--- src/psram_host_cfg.svh ---
// constants for the pseudo-static ram host controller
// assumes a 25 MHz clock; times are in ns unless named otherwise
`ifndef PSRAM_HOST_CFG_SVH
`define PSRAM_HOST_CFG_SVH

// ==========================================
// clock and timing
`define CLK_PERIOD_NS        40
`define SELECT_TO_END_NS     60
`define LANE_TO_END_NS       60
`define DATA_SETUP_NS        30
`define WRITE_FLOAT_NS       30
`define READ_ACCESS_NS       70
`define DESELECT_MIN_NS      5
`define MAX_SELECT_US        15
// least times round up, the longest rounds down
`define CEIL_CYC(ns)         (((ns) + `CLK_PERIOD_NS - 1) / `CLK_PERIOD_NS)
`define STROBE_CYC           `CEIL_CYC(`SELECT_TO_END_NS + 1)
`define FLOAT_SETUP_CYC      `CEIL_CYC(`WRITE_FLOAT_NS + `DATA_SETUP_NS + 1)
`define READ_CYC             `CEIL_CYC(`READ_ACCESS_NS)
`define DESELECT_CYC         `CEIL_CYC(`DESELECT_MIN_NS + 1)
`define MAX_SELECT_CYC       ((`MAX_SELECT_US * 1000) / `CLK_PERIOD_NS)

`endif

--- src/psram_host_pkg.sv ---
// types shared by the host controller modules
// assumes psram_host_cfg.svh is compiled alongside
package psram_host_pkg;
	// ==========================================
	// access sequencer states
	typedef enum logic [2:0] {
		st_idle,
		st_setup,
		st_write,
		st_read,
		st_gap
	} state_type;
endpackage

--- src/psram_timer_if.sv ---
// handshake between the sequencer and the select-window timer
// assumes both ends share clk
`timescale 1ns/1ps
`default_nettype none
interface psram_timer_if;
	logic selected;  // chip currently selected
	logic expired;   // select window used up
	modport seq (output selected, input expired);
	modport tmr (input selected, output expired);
endinterface
`default_nettype wire

--- src/psram_select_timer.sv ---
// counts selected cycles and flags when the count reaches two below the window limit
// assumes synchronous active low reset on clk
`timescale 1ns/1ps
`include "psram_host_cfg.svh"
`default_nettype none
module psram_select_timer #(
	parameter int LIMIT = `MAX_SELECT_CYC  // selected cycles allowed
) (
	input  wire logic    clk,     // system clock
	input  wire logic    resetn,  // synchronous reset, low
	psram_timer_if.tmr   tif      // sequencer handshake
);
	localparam int CW = $clog2(LIMIT + 1);
	logic [CW-1:0] count_q;  // cycles spent selected

	// ==========================================
	// select window counter, cleared on every deselect
	always_ff @(posedge clk) begin
		if (!resetn) begin
			count_q <= '0;
		end else if (!tif.selected) begin
			count_q <= '0;
		end else if (count_q != CW'(LIMIT)) begin
			count_q <= count_q + CW'(1);
		end
	end

	// warn one cycle ahead so the deselect lands inside the window
	assign tif.expired = (count_q >= CW'(LIMIT - 2));

	// the chip never stays selected for the whole window
	property p_window;
		@(posedge clk) disable iff (!resetn)
		tif.selected |-> count_q <= CW'(LIMIT - 1);
	endproperty
	a_window: assert property (p_window) else $error("select window exceeded");
endmodule // psram_select_timer
`default_nettype wire

--- src/psram_host.sv ---
// host controller driving an asynchronous 512K x 16 pseudo-static ram
// assumes the user side is synchronous to clk; data pins are two-way
`timescale 1ns/1ps
`include "psram_host_cfg.svh"
`default_nettype none
module psram_host
	import psram_host_pkg::*;
#(
	parameter int AW        = 19,               // address width
	parameter int MAX_SEL   = `MAX_SELECT_CYC   // longest select in cycles
) (
	input  wire logic          clk,                  // system clock
	input  wire logic          resetn,               // synchronous reset, low
	input  wire logic          req_valid,            // access request
	output logic               req_ready,            // request taken
	input  wire logic          req_write,            // 1 write, 0 read
	input  wire logic [AW-1:0] req_addr,             // word address
	input  wire logic [15:0]   req_wdata,            // write data
	input  wire logic [1:0]    req_lanes,            // byte lanes wanted, high active
	output logic               rsp_valid,            // read data pulse
	output logic [15:0]        rsp_rdata,            // read data
	output logic [AW-1:0]      mem_addr,             // address pins
	output logic               primary_select_n,     // chip select, low
	output logic               secondary_select,     // chip select, high
	output logic               write_strobe_n,       // write strobe, low
	output logic               output_drive_n,       // output enable, low
	output logic               upper_lane_select_n,  // upper byte, low
	output logic               lower_lane_select_n,  // lower byte, low
	input  wire logic [15:0]   dq_i,                 // data pins in
	output logic [15:0]        dq_o,                 // data pins out
	output logic               dq_oe                 // data pins driven, high
);
	localparam logic [3:0] STROBE = 4'(`STROBE_CYC > `FLOAT_SETUP_CYC ?
		`STROBE_CYC : `FLOAT_SETUP_CYC);
	localparam logic [3:0] READC  = 4'(`READ_CYC);
	localparam logic [3:0] GAPC   = 4'(`DESELECT_CYC);

	state_type        state_q;   // sequencer state
	logic [3:0]       tick_q;    // phase cycle counter
	logic             wr_q;      // current access is a write
	logic [15:0]      dq1_q;     // data pin sync stage one
	logic [15:0]      dq2_q;     // data pin sync stage two
	psram_timer_if    tif();     // timer handshake

	// ==========================================
	// window timer
	psram_select_timer #(.LIMIT(MAX_SEL)) u_timer (
		.clk    (clk),
		.resetn (resetn),
		.tif    (tif)
	);
	assign tif.selected = !primary_select_n;

	// one access per select, so a limit is a safety net only
	assign req_ready = (state_q == st_idle) && resetn;

	// ==========================================
	// sequencer
	always_ff @(posedge clk) begin
		if (!resetn) begin
			state_q <= st_idle;
			tick_q  <= '0;
		end else begin
			case (state_q)
				st_idle: begin
					if (req_valid) begin
						state_q <= st_setup;
						tick_q  <= '0;
					end
				end
				// address settles one cycle before select
				st_setup: begin
					state_q <= wr_q ? st_write : st_read;
					tick_q  <= '0;
				end
				st_write: begin
					tick_q <= tick_q + 4'd1;
					// strobe and primary select end together; lanes clear one cycle later
					if (tick_q == STROBE - 4'd1 || tif.expired) begin
						state_q <= st_gap;
						tick_q  <= '0;
					end
				end
				st_read: begin
					tick_q <= tick_q + 4'd1;
					if (tick_q == READC + 4'd1 || tif.expired) begin
						state_q <= st_gap;
						tick_q  <= '0;
					end
				end
				// deselect gap lets the device refresh
				st_gap: begin
					tick_q <= tick_q + 4'd1;
					if (tick_q == GAPC - 4'd1) begin
						state_q <= st_idle;
					end
				end
				default: begin
					state_q <= st_idle;
				end
			endcase
		end
	end

	// ==========================================
	// request capture; address and data held through the access
	always_ff @(posedge clk) begin
		if (!resetn) begin
			wr_q                <= 1'b0;
			mem_addr            <= '0;
			dq_o                <= 16'h0000;
			upper_lane_select_n <= 1'b1;
			lower_lane_select_n <= 1'b1;
		end else if (req_ready && req_valid) begin
			wr_q                <= req_write;
			mem_addr            <= req_addr;
			dq_o                <= req_wdata;
			upper_lane_select_n <= !req_lanes[1];
			lower_lane_select_n <= !req_lanes[0];
		end else if (state_q == st_gap) begin
			upper_lane_select_n <= 1'b1;
			lower_lane_select_n <= 1'b1;
		end
	end

	// ==========================================
	// pin controls, registered from the next state
	always_ff @(posedge clk) begin
		if (!resetn) begin
			primary_select_n <= 1'b1;
			secondary_select <= 1'b0;
			write_strobe_n   <= 1'b1;
			output_drive_n   <= 1'b1;
			dq_oe            <= 1'b0;
		end else begin
			primary_select_n <= !(state_q == st_setup ||
				(state_q == st_write && !(tick_q == STROBE - 4'd1 || tif.expired)) ||
				(state_q == st_read && !(tick_q == READC + 4'd1 || tif.expired)));
			secondary_select <= 1'b1;
			// strobe only for writes, dropped with the select
			write_strobe_n   <= !((state_q == st_setup && wr_q) ||
				(state_q == st_write && !(tick_q == STROBE - 4'd1 || tif.expired)));
			output_drive_n   <= !((state_q == st_setup && !wr_q) ||
				(state_q == st_read && !(tick_q == READC + 4'd1 || tif.expired)));
			// data driven from select through two cycles past the end
			dq_oe            <= (state_q == st_setup && wr_q) || state_q == st_write ||
				(state_q == st_gap && wr_q && tick_q == 4'd0);
		end
	end

	// ==========================================
	// read data path through two flops
	always_ff @(posedge clk) begin
		if (!resetn) begin
			dq1_q     <= 16'h0000;
			dq2_q     <= 16'h0000;
			rsp_rdata <= 16'h0000;
			rsp_valid <= 1'b0;
		end else begin
			dq1_q     <= dq_i;
			dq2_q     <= dq1_q;
			rsp_valid <= (state_q == st_read && tick_q == READC + 4'd1);
			if (state_q == st_read && tick_q == READC + 4'd1) begin
				rsp_rdata <= dq2_q;
			end
		end
	end

	// ==========================================
	// checks
	property p_read_strobe;
		@(posedge clk) disable iff (!resetn)
		!output_drive_n |-> write_strobe_n;
	endproperty
	a_read_strobe: assert property (p_read_strobe) else $error("strobe low in read");

	property p_addr_stable;
		@(posedge clk) disable iff (!resetn)
		!primary_select_n && !$past(primary_select_n) |-> $stable(mem_addr);
	endproperty
	a_addr_stable: assert property (p_addr_stable) else $error("address moved");

	property p_end_together;
		@(posedge clk) disable iff (!resetn)
		$rose(write_strobe_n) |-> primary_select_n;
	endproperty
	a_end_together: assert property (p_end_together) else $error("strobe ended alone");

	property p_strobe_width;
		@(posedge clk) disable iff (!resetn)
		$fell(write_strobe_n) |-> !write_strobe_n [*2];
	endproperty
	a_strobe_width: assert property (p_strobe_width) else $error("strobe too short");

	property p_data_setup;
		@(posedge clk) disable iff (!resetn)
		!write_strobe_n |-> dq_oe && $stable(dq_o);
	endproperty
	a_data_setup: assert property (p_data_setup) else $error("data not held");

	property p_gap;
		@(posedge clk) disable iff (!resetn)
		$rose(primary_select_n) |=> primary_select_n;
	endproperty
	a_gap: assert property (p_gap) else $error("no deselect gap");

	property p_lanes;
		@(posedge clk) disable iff (!resetn)
		!write_strobe_n |-> $stable(upper_lane_select_n) && $stable(lower_lane_select_n);
	endproperty
	a_lanes: assert property (p_lanes) else $error("lanes moved in write");

	// select already low two edges before the strobe ends the write
	property p_sel_lead;
		@(posedge clk) disable iff (!resetn)
		$rose(write_strobe_n) |-> !$past(primary_select_n, 2);
	endproperty
	a_sel_lead: assert property (p_sel_lead) else $error("select too short");

	// at least one lane already active two edges before the write ends
	property p_lane_lead;
		@(posedge clk) disable iff (!resetn)
		$rose(write_strobe_n) |->
			!($past(upper_lane_select_n, 2) && $past(lower_lane_select_n, 2));
	endproperty
	a_lane_lead: assert property (p_lane_lead) else $error("lanes too short");

	property p_read_done;
		@(posedge clk) disable iff (!resetn)
		$fell(output_drive_n) |-> ##[1:8] rsp_valid;
	endproperty
	a_read_done: assert property (p_read_done) else $error("read never answered");
endmodule // psram_host
`default_nettype wire

--- config.mk ---
export PLATFORM = sky130hd
export DESIGN_NAME = psram_host
export DESIGN_NICKNAME = d
export VERILOG_FILES = /design/src/psram_host_pkg.sv /design/src/psram_timer_if.sv /design/src/psram_select_timer.sv /design/src/psram_host.sv
export VERILOG_INCLUDE_DIRS = /design/src
export SDC_FILE = /design/constraint.sdc
export NUM_CORES = 1
export LEC_CHECK = 0
export BUFFER_PORTS_ARGS = -buffer_cell sky130_fd_sc_hd__clkbuf_2
export CAP_MARGIN = 10
export CORE_MARGIN = 3
export CORE_UTILIZATION = 28
export DETAILED_ROUTE_END_ITERATION = 12
export GPL_ROUTABILITY_DRIVEN = 1
export GPL_TIMING_DRIVEN = 0
export MAX_ROUTING_LAYER = met4
export PLACE_DENSITY_LB_ADDON = 0.08
export SYNTH_ARGS = -nofsm -noshare
export SYNTH_HDL_FRONTEND = slang
export SYNTH_SLANG_ARGS = --single-unit
--- constraint.sdc ---
create_clock -name clk -period 1.7 [get_ports clk]
set_clock_uncertainty 0.15 [all_clocks]
set_input_delay 0.17 -clock clk [delete_from_list [all_inputs] [get_ports clk]]
set_output_delay 0.17 -clock clk [all_outputs]
set_load 0.02 [all_outputs]
==> out/qor.txt, run 1 <==
setup tns final - 0 ns
FFs w/ async S/R, synth - 0%
CTS clk-pin slew, worst paths - 0.08 ns
CP endpoint kind - flop
Final Setup Violations - 0
fin crit period - 1.691 ns
Pwr Density - 1244 nW/um2
status - completed
top cells by count, synth - 113 x nand2_1, 108 x dfxtp_1, 36 x o21ai_2
Post-synth EDFFs - 0
Period Utilization, post-route - 99.46%
#FFs+latches synth - 108
cell count along the critical path - 5
CTS tree - built
crit path kind - flop to flop
ant diodes - 0
grt ovf - 0
worst-path maximum fanout - 6
total wire length - 11,010 um
die height - 127.2 um
Mapped Area - 4111 um2
nets@finish - 700
area grow syn2layout - 52.95%
I/O Pins - 117
Hold WC Path Type - input pin to flop
vias post-DR - 3,561
Inserted Clock Buffers - 9
CTS Sinks - 108
Final Hold Fails - 0
synth warn - 0
WP data required - 1.80 ns
r2r setup slk - 0.009 ns
number of global-route vias before repair - 3,554
vias per std cell - 4.327
DRT iter0 DRCs - 107
syn_area_per_cell - 9.408 um2
RePlAce Congestion - 0.7533
leading area contributor after synthesis - dfxtp_1
Leak - 2.656 nW
CTS Root Buffer Type - clkbuf_16
critical path's slowest cell - dfxtp_4
slowest stage delay, CP - 0.36 ns
Placement Cell Area - 4917 um2
R2R cell count - 5
Peak VDD IR - 568.4 uV
fillers - 1,369
Final Max Tran Viols - 0
cell breakdown of the critical path - buf_6 > o31a_1 > o221ai_4 > o21ai_4 > a31o_1
Cells after Synth - 437
Clock Path Buffers - 2
CP Data Arrival Time - 1.79 ns
initial antenna violation count - 0
Finished Cell Area - 6289 um2
Worst path top cell family by delay - compound AO/OA/AOI/OAI gates
core footprint - 14,100 um2
register area share after synthesis - 52.59%
top-count cell post-synth - nand2_1
Fin Hold WS - 0.1575 ns
number of port buffers - 116
Total GRT Usage - 13.93%
relative slew slack - 65.93%
post-route ant nets - 0
Post-Syn Nets - 499
Synth area leaders - dfxtp_1 53%, nand2_1 10%, o21ai_2 7.7%
unrepaired setup endpoints after global routing - true
largest net degree at the start of global routing - 19
Synth cell types - 44
Startpoint Class - flop
Skew-Pair Late Insertion Delay - 0.35 ns
Pwr Total - 7.821 mW
Max Cap Viol - 0
Die Area - 16,170 um2
Final HPWL DP - 7268 um
hold depth - 4
Final Util - 44.61%
Initial Utilization - 29.17%
Worst-Margin Slew - 0.5111 ns
worst path bufs/invs - 1
FP Rows - 43
H-Tree Depth - 3
Synth Flop Type - dfxtp_1
fraction of layout cells with a size suffix above 1 - 39.35%
Die X - 127.2 um
global-route wire length before repair - 17,420 um
routed len/inst - 13.38 um
# DRC - 0
Pre-antenna DRT Iters - 6
achievable frequency - 591.4 MHz
Yosys top cell area share - 52.59%
-- power by group --
group | leakage (nW) | internal (mW) | switching [mW]
clock | 0.147 | 1.20 | 0.984
combinational | 1.62 | 1.21 | 1.38
sequential | 0.889 | 2.86 | 0.186
total | 2.66 | 5.27 | 2.55
-- cell type report --
class                      count  area [um2]  share of cell area [%]
tap                          180       225.2                   3.581
buffer                        27       265.3                   4.218
multi-input combinational    295        1883                   29.94
timing repair buffer         190        1401                   22.28
sequential                   108        2178                   34.64
clock inverter                 6       70.07                   1.114
inverter                       7       26.28                  0.4178
clock buffer                  10       239.0                   3.800
-- through the flow --
stage               std cells  setup slack (ns)
CTS                       809          -0.05118
global placement          733           -0.2689
detailed placement        733           -0.2289
floorplan                 437           0.03513
finish                    823          0.009098
global route              823          -0.05176
-- flip-flops by register name, indices dropped and copies added (netlist names) --
name,count
mem_addr,19
dq_o,16
wr_q,1
lower_lane_select_n,1
dq_oe,1
write_strobe_n,1
rsp_rdata,16
upper_lane_select_n,1
dq1_q,16
state_q,3
output_drive_n,1
secondary_select,1
u_timer.count_q,9
dq2_q,16
rsp_valid,1
primary_select_n,1
tick_q,4
-- worst paths after layout --
path                                         start    endpoint
worst min-delay path                     req_valid   tick_q[1]
worst max-delay path            u_timer.count_q[0]  state_q[2]
worst min register to register            dq1_q[4]    dq2_q[4]
worst max register to register  u_timer.count_q[0]  state_q[2]
-- cells by family after synthesis --
logic type / Yosys count / share of synthesized area [%]
AO/OA/AOI/OAI: 87 / 16.07
adder cells (fa/ha/maj): 5 / 1.522
flip-flops: 108 / 52.59
XOR/XNOR: 9 / 1.917
buffers and inverters: 34 / 5.265
AND/OR/NAND/NOR: 193 / 22.37
multiplexers: 1 / 0.2739
-- routing by layer --
metal | vias to the layer above | routed length, um | global-route usage (%)
met5 | - | 0 | -
met2 | 83 | 5312 | 21.86
met3 | 16 | 523 | 3.344
met4 | 0 | 243 | 6.435
li1 | 1843 | - | -
met1 | 1619 | 4932 | 16.97
-- repair_timing --
item                                    CTS  global route
pin swaps                                 6            19
hold buffers                             55             0
gates cloned                              0             7
endpoints found under the setup margin   22            56
buffers inserted                          5             7
hold endpoints to repair                 55             0
resized for setup                        21            52
-- placed cells by master, fill, tap and decap left out, drive strengths merged, types with 3 or more instances in the layout --
cell type	Yosys	routed
buf	17	29
a211oi	6	6
xnor2	4	4
inv	7	9
dfxtp	108	108
clkbuf	10	143
and2	35	35
nand2b	5	5
dlygate4sd3	0	55
nand4	3	3
xor2	5	5
a21oi	23	23
nor2	16	16
nand2	113	113
o21ai	42	42
and3	4	4
nand3	7	7
ha	5	5
-- worst reg2reg max path: cells and delay by family, from the launching register on --
| kind | cells | cell delay (ns) |
|---|---|---|
| flops | 1 | 0.36 |
| compound gates | 4 | 0.97 |
| buf+inv | 1 | 0.12 |
Note: power is estimated with default switching activity, not from simulation.
==> inputs of run 2 (changes only) <==
- SETUP_SLACK_MARGIN: not set -> 0.15
==> run 2 against run 1 <==
Net effect:
- the flow now finishes with violations (setup timing)
- routed wire length rose by 5.9%
- count of clock-buffer cells in the layout is 1 lower
- die area is the same
- highest routed layer unchanged
- non-clock buffer count is 18 higher
- combinational power rose by 12%
- hold slack better by 0.0085 ns
- register-to-register slack lost 0.03 ns
- final cell count up 2.2%
- worst setup slack worse by 0.032 ns
==> out/qor.txt, run 2 (synthesized netlist as in run 1, its figures left out) <==
Final Max Tran Viols - 0 (unchanged)
nets@finish - 718 (+2.6%)
fin crit period - 1.723 ns (+0.03182 ns)
Reg with most FFs - mem_addr
global-route wire length before repair - 18,740 um (+7.6%)
Skew-Pair Late Insertion Delay - 0.35 ns (about the same)
Inserted Clock Buffers - 9 (unchanged)
flip-flop count of the largest register after layout - 19 (unchanged)
vias per std cell - 4.479 (+3.5%)
CTS Root Buffer Type - clkbuf_16
core footprint - 14,100 um2 (unchanged)
RePlAce Congestion - 0.7323 (-2.8%)
Die Area - 16,170 um2 (unchanged)
Leak - 2.856 nW (+7.5%)
CTS tree - built
Fin Hold WS - 0.1659 ns (+0.008470 ns)
Initial Utilization - 29.17% (unchanged)
Final HPWL DP - 7285 um (+0.24%)
Finished Cell Area - 6715 um2 (+6.8%)
CTS Sinks - 108 (unchanged)
number of global-route vias before repair - 3,822 (+7.5%)
# DRC - 0 (unchanged)
unrepaired setup endpoints after global routing - true
CTS clk-pin slew, worst paths - 0.08 ns (about the same)
vias post-DR - 3,767 (+5.8%)
largest net degree at the start of global routing - 20 (+1)
CP endpoint kind - flop
crit path kind - flop to flop
H-Tree Depth - 3 (unchanged)
Final WS setup - -0.02272 ns (-0.03182 ns)
DRT iter0 DRCs - 118 (+10%)
Die X - 127.2 um (unchanged)
commonest cells after routing, fill and taps aside - 116 x clkbuf_2, 101 x dfxtp_1, 80 x nand2_1
post-route ant nets - 0 (unchanged)
die height - 127.2 um (unchanged)
FP Rows - 43 (unchanged)
fillers - 1,351 (-1.3%)
Pre-antenna DRT Iters - 6 (unchanged)
Total GRT Usage - 15.09% (+1.2 points)
Period Utilization, post-route - 101.3% (+1.9 points)
routed len/inst - 13.86 um (+3.6%)
relative slew slack - 51.48% (-14 points)
Peak VDD IR - 599.7 uV (+5.5%)
Hold WC Path Type - input pin to flop
initial antenna violation count - 0 (unchanged)
Placement Cell Area - 4927 um2 (+0.20%)
total wire length - 11,660 um (+5.9%)
Final Hold Fails - 0 (unchanged)
Startpoint Class - flop
failing checks - setup timing
CP Data Arrival Time - 1.82 ns (+0.03 ns)
Clock Path Buffers - 2 (unchanged)
status - finished, violations left
grt ovf - 0 (unchanged)
ant diodes - 0 (unchanged)
achievable frequency - 580.5 MHz (-1.8%)
Worst-Margin Slew - 0.7278 ns (+0.2167 ns)
worst-path maximum fanout - 6 (unchanged)
Max Cap Viol - 0 (unchanged)
WP data required - 1.80 ns (about the same)
area grow syn2layout - 63.33%
fraction of layout cells with a size suffix above 1 - 44.48% (+5.1 points)
number of port buffers - 116 (unchanged)
leading cell type in the layout, fill and taps excluded - clkbuf_2
Pwr Density - 1213 nW/um2 (-2.4%)
Final Setup Violations - 3 (+3)
I/O Pins - 117 (unchanged)
## run 2: final timing paths
kind,startpoint,to,slack (ns),cells past startpoint
worst max-delay path,u_timer.count_q[1],state_q[2],-0.02,6
worst max register to register,u_timer.count_q[1],state_q[2],-0.02,6
worst min register to register,dq1_q[10],dq2_q[10],0.28,1
worst min-delay path,req_valid,tick_q[1],0.17,4
## run 2: per-layer routing
metal	wire, um	part of all wire [%]	up-vias	track usage [%]
li1	-	-	1881	-
met1	4965	43	1755	17.42
met3	725	6.2	24	4.849
met4	229	2.0	0	5.615
met2	5738	49	107	24.60
met5	0	0	-	-
## run 2: cell type report
cell class | count | area, um2 | area share, %
multi-input combinational | 295 | 2028 | 30.20
clock buffer | 9 | 225.2 | 3.354
clock inverter | 7 | 87.58 | 1.304
tap | 180 | 225.2 | 3.354
timing repair buffer | 208 | 1642 | 24.45
sequential | 108 | 2183 | 32.51
inverter | 7 | 26.28 | 0.3913
buffer | 27 | 297.8 | 4.435
## run 2: what timing repair did
action | CTS | global route
setup buffers | 20 | 8
endpoints found under the setup margin | 68 | 67
gates resized for setup | 87 | 41
pin swaps | 34 | 16
hold buffers | 55 | 0
cloned | 3 | 6
hold endpoints to repair | 55 | 0
## run 2: worst max-delay path, cell delays in order, from the launching register on
cell and delay, ns:
dfxtp_4 0.36, inv_2 0.04, ha_4 0.14, o31a_1 0.26, o221ai_4 0.28, o21ai_4 0.15
a31o_1 0.24
## run 2: where the power goes
group	leakage (nW)	switching, mW	internal, mW
combinational	1.82	1.47	1.44
sequential	0.890	0.195	2.85
clock	0.150	1.02	1.17
## run 2: stage by stage
stage / worst slack [ns] / setup TNS (ns) / utilization (%) / instances / power [mW]
after global placement: -0.2683 / -2.941 / 34.95 / 733 / 4.992
after global routing: -0.1056 / -0.9888 / 47.64 / 841 / 8.628
final: -0.02272 / -0.03316 / 47.64 / 841 / 8.147
after CTS: -0.01023 / -0.02262 / 45.17 / 827 / 8.013
after floorplan: 0.06803 / 0 / - / 437 / 4.408
after detailed placement: -0.2988 / -3.195 / 34.95 / 733 / 5.007
